## src/rtl/dlcp_pkg.sv

```systemverilog
// Shared constants, types and helpers of the clock deskew loop
package dlcp_pkg;

  // ==========================================================================
  // Widths and constants
  localparam int              CNT_W           = 8;
  localparam int              LOCK_W          = 16;
  localparam logic [7:0]      CNT_ZERO        = 8'h00;
  localparam logic [7:0]      CNT_ONE         = 8'h01;
  localparam logic [7:0]      CNT_MAX         = 8'hFF;
  localparam logic [15:0]     LOCK_ZERO       = 16'h0000;
  localparam logic [15:0]     LOCK_ONE        = 16'h0001;
  localparam logic [15:0]     LOCK_CYCLES_DEF = 16'h1000;

  // ==========================================================================
  // Types
  typedef enum logic [1:0] {
    DLCP_SIMPLE    = 2'b00,
    DLCP_FULL      = 2'b01,
    DLCP_HIGH_FREQ = 2'b10
  } dlcp_variant_t;

  typedef enum logic [1:0] {
    ST_LOOP_RESET = 2'b00,
    ST_ACQUIRE    = 2'b01,
    ST_LOCKED     = 2'b10
  } dlcp_state_t;

  // ==========================================================================
  // Modular add, operands below the modulus
  function automatic logic [CNT_W-1:0] dlcp_mod_add(input logic [CNT_W-1:0] a,
                                                     input logic [CNT_W-1:0] b,
                                                     input logic [CNT_W-1:0] m);
    logic [CNT_W:0] s;
    s = {1'b0, a} + {1'b0, b};
    if ((m != CNT_ZERO) && (s >= {1'b0, m})) begin
      s = s - {1'b0, m};
    end
    return s[CNT_W-1:0];
  endfunction

endpackage

```

## src/rtl/dlcp_wave_if.sv

```systemverilog
// Signals between the loop controller and the waveform generator
`timescale 1ns/10ps
interface dlcp_wave_if;
  import dlcp_pkg::*;
  logic             clr;
  logic             src_rise;
  logic [CNT_W-1:0] period;
  logic [CNT_W-1:0] tap;
  logic [CNT_W-1:0] cnt;
  logic             ph0_corr;
  logic             dbl_1x;
  logic             dbl_2x;

  modport gen (input clr, input src_rise, input period, input tap,
               output cnt, output ph0_corr, output dbl_1x, output dbl_2x);
  modport ctl (output clr, output src_rise, output period, output tap,
               input cnt, input ph0_corr, input dbl_1x, input dbl_2x);
endinterface

```

## src/rtl/dlcp_deskew_loop.sv

```systemverilog
// Delay-locked clock deskew loop, sampled on the reference clock
`timescale 1ns/10ps
module dlcp_deskew_loop
  import dlcp_pkg::*;
#(
  parameter dlcp_variant_t      VARIANT     = DLCP_FULL,
  parameter logic [LOCK_W-1:0]  LOCK_CYCLES = LOCK_CYCLES_DEF
)(
  input  wire logic ref_clk_i,
  input  wire logic rst_i,
  input  wire logic source_clock_in_i,
  input  wire logic feedback_clock_in_i,
  input  wire logic loop_rst_i,
  input  wire logic dcc_enable_i,
  output logic      phase0_clock_out_o,
  output logic      doubled_clock_out_o,
  output logic      lock_o
);

  dlcp_wave_if wave ();

  dlcp_state_t       state_reg;
  dlcp_state_t       state_next;
  logic              src_q_reg;
  logic              fb_q_reg;
  logic [CNT_W-1:0]  period_reg;
  logic [CNT_W-1:0]  period_next;
  logic [CNT_W-1:0]  tap_reg;
  logic [CNT_W-1:0]  tap_next;
  logic [CNT_W-1:0]  fb_off_reg;
  logic              fb_seen_reg;
  logic [LOCK_W-1:0] lock_cnt_reg;
  logic [LOCK_W-1:0] lock_cnt_next;
  logic              phase0_reg;
  logic              phase0_next;
  logic              doubled_reg;
  logic              doubled_next;
  logic              lock_reg;
  logic              lock_next;

  // ==========================================================================
  // Variant decode and edge detection
  wire is_simple = (VARIANT == DLCP_SIMPLE);
  wire has_dbl   = (VARIANT != DLCP_HIGH_FREQ);
  wire loop_rst  = !is_simple && loop_rst_i;
  // Simple macro closes the loop internally through the global buffer path
  wire fb_src    = is_simple ? phase0_reg : feedback_clock_in_i;
  wire src_rise  = source_clock_in_i && !src_q_reg;
  wire fb_rise   = fb_src && !fb_q_reg;

  wire [CNT_W-1:0] meas      = wave.cnt + CNT_ONE;
  wire             period_ok = (meas == period_reg);
  wire [CNT_W-1:0] half      = period_reg >> 1;
  wire [CNT_W-1:0] tap_inc   = dlcp_mod_add(tap_reg, CNT_ONE, period_reg);
  wire [CNT_W-1:0] tap_dec   = dlcp_mod_add(tap_reg, period_reg - CNT_ONE, period_reg);
  wire             misalign  = src_rise && period_ok && fb_seen_reg && !fb_rise;

  // ==========================================================================
  // Period tracking and tap steering
  assign period_next = loop_rst ? CNT_ZERO :
                       (src_rise && !period_ok) ? meas : period_reg;

  assign tap_next = loop_rst                 ? CNT_ZERO :
                    (src_rise && !period_ok) ? CNT_ZERO :
                    !misalign                ? tap_reg :
                    (fb_off_reg < half)      ? tap_inc : tap_dec;

  assign lock_cnt_next = loop_rst ? LOCK_ZERO :
                         !src_rise ? lock_cnt_reg :
                         !(period_ok && fb_rise) ? LOCK_ZERO :
                         (lock_cnt_reg >= LOCK_CYCLES) ? lock_cnt_reg : lock_cnt_reg + LOCK_ONE;

  // ==========================================================================
  // Loop state
  always_comb begin
    state_next = state_reg;
    case (state_reg)
      ST_LOOP_RESET: begin
        if (!loop_rst) begin
          state_next = ST_ACQUIRE;
        end
      end
      ST_ACQUIRE: begin
        if (loop_rst) begin
          state_next = ST_LOOP_RESET;
        end else if (lock_cnt_reg >= LOCK_CYCLES) begin
          state_next = ST_LOCKED;
        end
      end
      ST_LOCKED: begin
        if (loop_rst) begin
          state_next = ST_LOOP_RESET;
        end
      end
      default: begin
        state_next = ST_LOOP_RESET;
      end
    endcase
  end

  // ==========================================================================
  // Output selection
  wire in_rst  = (state_next == ST_LOOP_RESET);
  wire locked  = (state_next == ST_LOCKED);

  assign lock_next    = locked && !is_simple;
  assign phase0_next  = in_rst        ? source_clock_in_i :
                        dcc_enable_i  ? wave.ph0_corr :
                        source_clock_in_i;
  assign doubled_next = !has_dbl || is_simple ? 1'b0 :
                        in_rst  ? 1'b0 :
                        locked  ? wave.dbl_2x :
                        wave.dbl_1x;

  assign wave.clr      = loop_rst;
  assign wave.src_rise = src_rise;
  assign wave.period   = period_reg;
  assign wave.tap      = tap_reg;

  dlcp_wave_gen u_wave_gen (
    .ref_clk_i (ref_clk_i),
    .rst_i     (rst_i),
    .wave      (wave)
  );

  // ==========================================================================
  // Registers
  always_ff @(posedge ref_clk_i) begin
    if (rst_i) begin
      state_reg    <= ST_LOOP_RESET;
      src_q_reg    <= 1'b0;
      fb_q_reg     <= 1'b0;
      period_reg   <= CNT_ZERO;
      tap_reg      <= CNT_ZERO;
      lock_cnt_reg <= LOCK_ZERO;
      phase0_reg   <= 1'b0;
      doubled_reg  <= 1'b0;
      lock_reg     <= 1'b0;
    end else begin
      state_reg    <= state_next;
      src_q_reg    <= source_clock_in_i;
      fb_q_reg     <= fb_src;
      period_reg   <= period_next;
      tap_reg      <= tap_next;
      lock_cnt_reg <= lock_cnt_next;
      phase0_reg   <= phase0_next;
      doubled_reg  <= doubled_next;
      lock_reg     <= lock_next;
    end
  end

  // Feedback offset since the last source rise
  always_ff @(posedge ref_clk_i) begin
    if (rst_i) begin
      fb_off_reg  <= CNT_ZERO;
      fb_seen_reg <= 1'b0;
    end else if (fb_rise && !src_rise) begin
      fb_off_reg  <= wave.cnt + CNT_ONE;
      fb_seen_reg <= 1'b1;
    end else if (src_rise || loop_rst) begin
      fb_seen_reg <= 1'b0;
    end
  end

  assign phase0_clock_out_o  = phase0_reg;
  assign doubled_clock_out_o = doubled_reg;
  assign lock_o              = lock_reg;

  // ==========================================================================
  // Assertions
  property p_lock_drop;
    @(posedge ref_clk_i) disable iff (rst_i) loop_rst |=> !lock_o;
  endproperty
  a_lock_drop: assert property (p_lock_drop) else $error("lock still high after loop reset");

  property p_tap_zero;
    @(posedge ref_clk_i) disable iff (rst_i) loop_rst |=> (tap_reg == CNT_ZERO) && (period_reg == CNT_ZERO);
  endproperty
  a_tap_zero: assert property (p_tap_zero) else $error("taps not cleared by loop reset");

  property p_raw_in_reset;
    @(posedge ref_clk_i) disable iff (rst_i) loop_rst |=> phase0_clock_out_o == $past(source_clock_in_i);
  endproperty
  a_raw_in_reset: assert property (p_raw_in_reset) else $error("phase output not raw during reset");

  property p_dbl_unlocked;
    @(posedge ref_clk_i) disable iff (rst_i)
      (has_dbl && !is_simple && state_next == ST_ACQUIRE) |=> doubled_clock_out_o == $past(wave.dbl_1x);
  endproperty
  a_dbl_unlocked: assert property (p_dbl_unlocked) else $error("doubled output not quarter duty before lock");

  property p_dbl_locked;
    @(posedge ref_clk_i) disable iff (rst_i)
      (has_dbl && lock_next) |=> doubled_clock_out_o == $past(wave.dbl_2x);
  endproperty
  a_dbl_locked: assert property (p_dbl_locked) else $error("doubled output not doubled after lock");

  property p_no_dbl;
    @(posedge ref_clk_i) disable iff (rst_i) (!has_dbl || is_simple) |-> !doubled_clock_out_o;
  endproperty
  a_no_dbl: assert property (p_no_dbl) else $error("doubled output toggles in variant without it");

  property p_dcc_on;
    @(posedge ref_clk_i) disable iff (rst_i)
      (dcc_enable_i && !in_rst) |=> phase0_clock_out_o == $past(wave.ph0_corr);
  endproperty
  a_dcc_on: assert property (p_dcc_on) else $error("phase output not duty corrected");

  property p_simple_no_lock;
    @(posedge ref_clk_i) disable iff (rst_i) is_simple |-> !lock_o;
  endproperty
  a_simple_no_lock: assert property (p_simple_no_lock) else $error("simple macro shows lock");

  property p_lock_earned;
    @(posedge ref_clk_i) disable iff (rst_i) $rose(lock_o) |-> $past(lock_cnt_reg) >= LOCK_CYCLES;
  endproperty
  a_lock_earned: assert property (p_lock_earned) else $error("lock rose before enough aligned cycles");

  property p_dcc_off;
    @(posedge ref_clk_i) disable iff (rst_i)
      (!dcc_enable_i && !in_rst) |=> phase0_clock_out_o == $past(source_clock_in_i);
  endproperty
  a_dcc_off: assert property (p_dcc_off) else $error("phase output duty differs from source");

  property p_hold_low;
    @(posedge ref_clk_i) disable iff (rst_i) loop_rst ##1 loop_rst |-> !lock_o && (lock_cnt_reg == LOCK_ZERO);
  endproperty
  a_hold_low: assert property (p_hold_low) else $error("lock progress during held loop reset");

endmodule

```

## src/rtl/dlcp_wave_gen.sv

```systemverilog
// Phase counter and output waveform shaping of the deskew loop
`timescale 1ns/10ps
module dlcp_wave_gen
  import dlcp_pkg::*;
(
  input  wire logic ref_clk_i,
  input  wire logic rst_i,
  dlcp_wave_if.gen  wave
);

  logic [CNT_W-1:0] cnt_reg;
  logic [CNT_W-1:0] cnt_next;
  wire  [CNT_W-1:0] pos;
  wire  [CNT_W-1:0] half;
  wire  [CNT_W-1:0] qtr;
  wire  [CNT_W-1:0] three_qtr;

  // ==========================================================================
  // Cycles since the last source rise, restarted by it
  assign cnt_next = wave.clr      ? CNT_ZERO :
                    wave.src_rise ? CNT_ZERO :
                    (cnt_reg == CNT_MAX) ? cnt_reg : cnt_reg + CNT_ONE;

  always_ff @(posedge ref_clk_i) begin
    if (rst_i) begin
      cnt_reg <= CNT_ZERO;
    end else begin
      cnt_reg <= cnt_next;
    end
  end

  // ==========================================================================
  // Advanced position within the period and the shaped levels
  assign pos       = (cnt_reg < wave.period) ? dlcp_mod_add(cnt_reg, wave.tap, wave.period) : cnt_reg;
  assign half      = wave.period >> 1;
  assign qtr       = wave.period >> 2;
  assign three_qtr = half + qtr;

  assign wave.cnt      = cnt_reg;
  assign wave.ph0_corr = (pos < half);
  assign wave.dbl_1x   = (pos < qtr);
  assign wave.dbl_2x   = (pos < qtr) || ((pos >= half) && (pos < three_qtr));

endmodule

```

## config.mk

```make
export PLATFORM = sky130hd
export DESIGN_NAME = dlcp_deskew_loop
export DESIGN_NICKNAME = d
export VERILOG_FILES = /design/src/rtl/dlcp_pkg.sv /design/src/rtl/dlcp_wave_if.sv /design/src/rtl/dlcp_deskew_loop.sv /design/src/rtl/dlcp_wave_gen.sv
export SDC_FILE = /design/constraint.sdc
export NUM_CORES = 1
export LEC_CHECK = 0
export ABC_AREA = 1
export BUFFER_PORTS_ARGS = -buffer_cell sky130_fd_sc_hd__clkbuf_2
export CORE_MARGIN = 2
export CORE_UTILIZATION = 30
export CTS_BUF_LIST = sky130_fd_sc_hd__clkbuf_4 sky130_fd_sc_hd__clkbuf_8
export CTS_CLUSTER_DIAMETER = 50
export CTS_CLUSTER_SIZE = 8
export DETAILED_ROUTE_END_ITERATION = 6
export PLACE_DENSITY = 0.49
export SETUP_SLACK_MARGIN = 0.02
export SLEW_MARGIN = 40
export SYNTH_ARGS = -nofsm -noshare
export SYNTH_HDL_FRONTEND = slang
export SYNTH_HIERARCHICAL = 1
export SYNTH_SLANG_ARGS = --single-unit
```

## constraint.sdc

```tcl
create_clock -name ref_clk_i -period 8 [get_ports ref_clk_i]
set_clock_uncertainty 0.15 [all_clocks]
set_input_delay 1.2 -clock ref_clk_i [delete_from_list [all_inputs] [get_ports ref_clk_i]]
set_output_delay 1.2 -clock ref_clk_i [all_outputs]
set_load 0.05 [all_outputs]
```

* Word-level counts from Yosys, hierarchy flattened
Index checks and enable logic that the tools add are counted.
Storage, ports and cells: word-level logic and storage cells 83, output and inout port bits 3, register bits after elaboration 56, input port bits 6
Operators by class: eq/ne operators 6, mux-type cells 17, add/subtract/negate cells 10, reduce and logical (&&, ||, !) cells 28, magnitude comparators 10
Operator list (number):
- 8-bit 2-to-1 mux | 5
- 16-bit 2-to-1 mux | 2
- 9-bit by 8-bit greater-or-equal comparator with 1-bit output | 3
- 8-bit subtractor | 3
- 8-bit by 8-bit adder with 9-bit output | 2
- 16-bit by 1-bit adder with 16-bit output, second input constant | 1
- 16-bit by 13-bit greater-or-equal comparator with 1-bit output, second input constant | 1
- 8-bit by 7-bit < comparator with 1-bit output | 2
- 8-bit < comparator | 2
- 1-bit logical AND | 12
- 8-bit by 1-bit adder with 9-bit output, second input constant | 1
- 7-bit by 6-bit adder with 8-bit output | 1
- 8-bit by 1-bit adder with 8-bit output, second input constant | 1
- 8-bit == test | 1
- 8-bit == test, second input constant | 1
- 8-bit by 7-bit greater-or-equal comparator with 1-bit output | 1
- 8-bit by 6-bit < comparator with 1-bit output | 1
- 2-bit 2-to-1 mux | 4
- 8-bit nonzero test | 1
- 8-bit by 1-bit subtractor with 8-bit output, second input constant | 1
- 2-bit one-hot mux with 3 select lines | 1
- 3-bit OR reduction | 2
- 1-bit logical NOT | 5
- 1-bit 2-to-1 mux | 5
- other kinds (8) | 12

* Depth between registers and ports, before layout
word-level depth 9, depth in mapped cells 31, mapped depth without buffers 31

* Hierarchy
The synthesis kept the hierarchy.
Modules (own cells, without submodules):
- dlcp_deskew_loop | area an instance 4068.9 µm², times used 1, cells an instance 630, seq. area each 960.9 µm²
- dlcp_wave_gen | area an instance 2160.8 µm², times used 1, cells an instance 326, seq. area each 160.2 µm²

* Worst setup path after synthesis
Ideal clock, no wire load.
path type flip-flop to flip-flop, start reg u_wave_gen.cnt_reg[0] (netlist: u_wave_gen/wave.cnt[0]), end reg doubled_reg (netlist: doubled_clock_out_o), data arrival time 3.796 ns, required time 7.730 ns, clock period less this slack 4.066 ns, path slack 3.934 ns, library setup time 0.120 ns, cell stages (with the launch flop) 30, buffers on the path 0, cells stage by stage dfxtp_1 -> ha_1 -> inv_1 -> fa_1 -> inv_1 -> nand3_1 -> nand2_2 -> a31oi_1 -> xor2_1 -> ha_1 -> nand2_1 -> inv_1 -> a21oi_2 -> nand2_2 -> nand2_2 -> nand2_4 -> nand2_4 -> o21ai_0 -> o22ai_1 -> inv_1 -> ha_1 -> a21o_1 -> a21oi_1 -> o211ai_1 -> inv_2 -> nand2_2 -> nand3_1 -> nand2_1 -> o21ai_0 -> a21oi_1
Between the ends: word-level cells in the longest chain between the ends 9, elaborated cells on any way between the ends 13, classes of those cells add/sub (2); order compare (5); mux (3); reduce/logical (3)
RTL lines:
- start, declared | RTL line dlcp_wave_gen.sv:11 | logic [CNT_W-1:0] cnt_reg;
- start signal, assigned | RTL line dlcp_wave_gen.sv:28 | cnt_reg <= cnt_next;
- 8-bit by 8-bit adder with 9-bit output | RTL line dlcp_pkg.sv:35 | s = {1'b0, a} + {1'b0, b};
- 9-bit by 8-bit greater-or-equal comparator with 1-bit output | RTL line dlcp_pkg.sv:36 | if ((m != CNT_ZERO) && (s >= {1'b0, m})) begin
- 1-bit logical AND | RTL line dlcp_pkg.sv:36
- 8-bit 2-to-1 mux | RTL line dlcp_pkg.sv:36
- 8-bit 2-to-1 mux * | RTL line dlcp_wave_gen.sv:34 | assign pos = (cnt_reg < wave.period) ? dlcp_mod_add(cnt_reg, wave.tap, wave.period) : cnt_reg;
- 8-bit by 7-bit greater-or-equal comparator with 1-bit output or 8-bit < comparator (tied branches) | RTL line dlcp_wave_gen.sv:42 | assign wave.dbl_2x = (pos < qtr) || ((pos >= half) && (pos < three_qtr));
- 1-bit logical AND | RTL line dlcp_wave_gen.sv:42
- 1-bit logical OR * | RTL line dlcp_wave_gen.sv:42
- via wave.dbl_2x | RTL line dlcp_wave_if.sv:12 | logic dbl_2x;
- 1-bit 2-to-1 mux * | RTL line dlcp_deskew_loop.sv:112 | locked ? wave.dbl_2x :
- end signal, assigned | RTL line dlcp_deskew_loop.sv:147 | doubled_reg <= doubled_next;
- end, declared | RTL line dlcp_deskew_loop.sv:36 | logic doubled_reg;
The timed path passes the listed nets; every way through them passes the cells marked *. A chain may end at the register's enable or synchronous reset.

* Worst setup path in the final report
Same ends and word-level chain as after synthesis.

==> reports/results.md <==
- **run status** finished clean
- **number of antenna repair diodes** 0
- **syn_nets** 1058
- **clock-pin transition on the worst setup and hold timing paths** 0.11 ns
- **detail-routed via count per cell** 4.73
- **CTS Buf Count** 5
- **fmax** 203 MHz
- **share of cells above drive strength 1** 0.0605
- **core area** 20300 um2
- **arrival time of data at the critical path endpoint** 5.04 ns
- **worst-path maximum fanout** 16
- **die boundary height** 148 um
- **growth of design area from synthesis to finish** 6.37%
- **remaining design rule violation count** 0
- **setup repair after global routing missed its margin** false
- **fraction of the yosys area taken by sequential cells** 0.180
- **adder and majority cell fraction of the synthesized area** 0.200
- **net switching share of the total power** 0.428
- **final period utilization** 0.616
- **final period demand of the worst path** 4.93 ns
- **I/O Pins** 9
- **Die ar.** 21900 um2
- **number of antenna violations at the first check in global routing** 0
- **count of input and output buffers** 8
- **fraction of the mapped netlist area in compound gates** 0.122
- **endpoint of the worst setup timing path** doubled_clock_out_o
- **sort of element at the start of the critical path** flop
- **area share of the largest cell type after synthesis** 0.181
- **GPL Wtd Cong** 0.814
- **final sum of negative setup slack** 0 ns
- **Final setup violation count** 0
- **worst-skew pair later-pin latency** 0.32 ns
- **wire per inst** 14.1 um
- **TritonCTS clock tree** yes
- **synthesized area divided by synthesized cell count** 6.52 um2
- **crit-path max cell delay** 0.70 ns
- **post-synth top area cell** ha_1
- **Reg2Reg Capture Point** doubled_clock_out_o
- **synthesized-area fraction occupied by xor and xnor cells** 0.0703
- **cell depth of the worst flop-to-flop path** 29
- **maximum ir drop on the vdd rail** 0.0535 mV
- **Max clock buf depth** 2
- **area of all placed cells without fillers** 6630 um2
- **largest family of logic cells by synthesized area** simple AND/OR/NAND/NOR gates
- **combinational cell fraction of total power** 0.455
- **1st-iter DRT viols** 241
- **number of global-route vias before repair** 5556
- **total placed instance area** 6530 um2
- **normalized max-slew margin** 0.514
- **source of the critical timing path** u_wave_gen/wave.cnt[0]
- **number of buffers inserted by hold repair at cts** 0
- **buffer type at the clock tree root** clkbuf_8
- **Post-Layout Cell Count** 1229
- **worst reg2reg startpoint** u_wave_gen/wave.cnt[0]
- **mux contribution to synthesized area** 0
- **number of hold violations in the final report** 0
- **Post-Synth Simple-Gate Area** 0.331
- **Worst setup EP type** flop
- **Power Density** 129 nW/um2
- **commonest cells in the netlist** nand2_1 (220), inv_1 (136), nand3_1 (94)
- **NumNets Final** 1060
- **Final Slew Violations** 0
- **Syn Inst Count** 956
- **Post-CTS Resized** 0
- **Placed Instances** 1221
- **Initial DRT Pass Iterations** 4
- **share of total power in the clock network** 0.197
- **H-tree depth reported by CTS** 2
- **sink count of the clock tree** 56
- **ranking of synthesized cells by area** ha_1 (18%), dfxtp_1 (18%), nand2_1 (13%)
- **worst-path cell with the longest stage delay** dfxtp_1
- **number of buffers inserted to repair setup after CTS** 0
- **Post-synth EDFFs** 0
- **MaxCap Viol Count** 0
- **number of warnings printed during yosys synthesis** 6
- **classification of the worst-slack hold path** reg -> reg
- **synthesized area** 6230 um2
- **cell leakage power** 0.00324 uW
- **worst endpoint required time** 8.12 ns
- **Congestion Overflow GR** 0
- **category of the most critical setup path** reg -> reg
- **flip-flop and latch count after synthesis** 56
- **via count** 5812
- **starting utilization of the core area** 0.307
- **Die Wd** 148 um
- **Synth async-reset ratio** 0
- **most instantiated library cell after synthesis** nand2_1
- **Register-to-Register Setup Slack** 3.07 ns
- **routed wire length** 17400 um
- **slew at the pin closest to its max-slew limit** 0.727 ns
- **number of distinct standard cells referenced by the synthesized netlist** 36
- **commonest register cell after synthesis** dfxtp_1
- **power spent charging and discharging nets** 364 uW
- **wire length of the first global-routing pass** 28800 um
- **sequential share of power** 0.348
- **global-route total usage across every layer** 0.162
- **flip-flop count of the largest register after layout** 16
- **row count** 52
- **Final HPWL DP** 13800 um
- **internal power summed over all cells** 487 uW
- **antenna-violating nets left** 0
- **number of stages on the worst hold path** 2
- **maximum number of pins on one net before global-route repair** 19
==> routing by layer <==
| layer | vias up | wire length, um | global-route usage |
|---|---|---|---|
| li1 | 3129 | - | - |
| met1 | 2604 | 8970 | 0.233 |
| met2 | 71 | 7850 | 0.271 |
| met3 | 8 | 406 | 0.0150 |
| met4 | 0 | 146 | 0.0210 |
| met5 | - | 0 | 0 |
==> metrics by stage <==
step / hold slack (ns) / setup slack (ns) / power (uW) / util
2_1_floorplan: 0.274 / 3.93 / 604 / -
3_3_place_gp: 0.282 / 3.06 / 693 / 0.322
3_5_place_dp: 0.288 / 3.05 / 691 / 0.322
4_1_cts: 0.304 / 3.04 / 860 / 0.326
5_1_grt: 0.327 / 2.54 / 933 / 0.326
6_report: 0.301 / 3.07 / 852 / 0.326
==> area by class of cell <==
class                      count  area [um2]
fill                        2284       13700
clock inverter                 3        22.5
multi-input combinational    746        4510
tap                          270         338
sequential                    56        1120
timing repair buffer           8        40.0
clock buffer                   5        68.8
inverter                     141         529
==> worst max-delay path, delay by kind of cell (launching register included) <==
| family | cells | cell delay (ns) |
|---|---|---|
| compound gates | 9 | 1.32 |
| buf+inv | 5 | 0.36 |
| xor+xnor | 1 | 0.28 |
| flops | 1 | 0.70 |
| fa+ha+maj | 4 | 1.23 |
| simple gates | 10 | 0.85 |
==> cell usage in the layout, fill, tap and decap left out, types with 2 or more instances in the layout <==
master | Yosys | final
a21o_1 | 5 | 5
a21oi_1 | 74 | 74
a21oi_2 | 2 | 2
a31oi_1 | 4 | 4
clkbuf_2 | 0 | 8
clkbuf_8 | 0 | 5
dfxtp_1 | 56 | 56
fa_1 | 6 | 6
ha_1 | 90 | 90
inv_1 | 136 | 136
inv_2 | 5 | 5
nand2_1 | 220 | 220
nand2_2 | 21 | 21
nand2_4 | 2 | 2
nand3_1 | 94 | 94
nand3_2 | 3 | 3
nand3b_1 | 6 | 6
nand4_1 | 17 | 17
nor2_1 | 75 | 73
nor2_2 | 3 | 5
nor2_4 | 3 | 3
nor3_1 | 14 | 14
nor4_1 | 3 | 3
o211ai_1 | 5 | 5
o21a_1 | 2 | 2
o21ai_0 | 33 | 33
o21ai_1 | 3 | 3
o21bai_1 | 6 | 6
o22ai_1 | 2 | 2
xnor2_1 | 20 | 20
xor2_1 | 30 | 30
==> cell families after synthesis <==
kind of cell,count (synthesis)
AO/OA/AOI/OAI,138
buffers and inverters,154
flip-flops,56
XOR/XNOR,50
AND/OR/NAND/NOR,462
adder cells (fa/ha/maj),96
==> how the worst min path moves through the flow <==
stage                           startpoint          endpoint  slack (ns)
final                     lock_cnt_reg[14]  lock_cnt_reg[14]        0.30
after CTS                 lock_cnt_reg[14]  lock_cnt_reg[14]        0.30
after floorplan           lock_cnt_reg[15]  lock_cnt_reg[15]        0.27
after global routing      lock_cnt_reg[14]  lock_cnt_reg[14]        0.33
after detailed placement  lock_cnt_reg[14]  lock_cnt_reg[14]        0.29
after global placement    lock_cnt_reg[14]  lock_cnt_reg[14]        0.28
==> power by group through the flow <==
stage | clock (uW) | sequential (uW) | combinational [uW]
2_1_floorplan | 0 | 303 | 302
3_3_place_gp | 0 | 303 | 390
3_5_place_dp | 0 | 303 | 388
4_1_cts | 174 | 297 | 390
5_1_grt | 187 | 298 | 448
6_report | 168 | 296 | 388
Note: power is estimated with default switching activity, not from simulation.
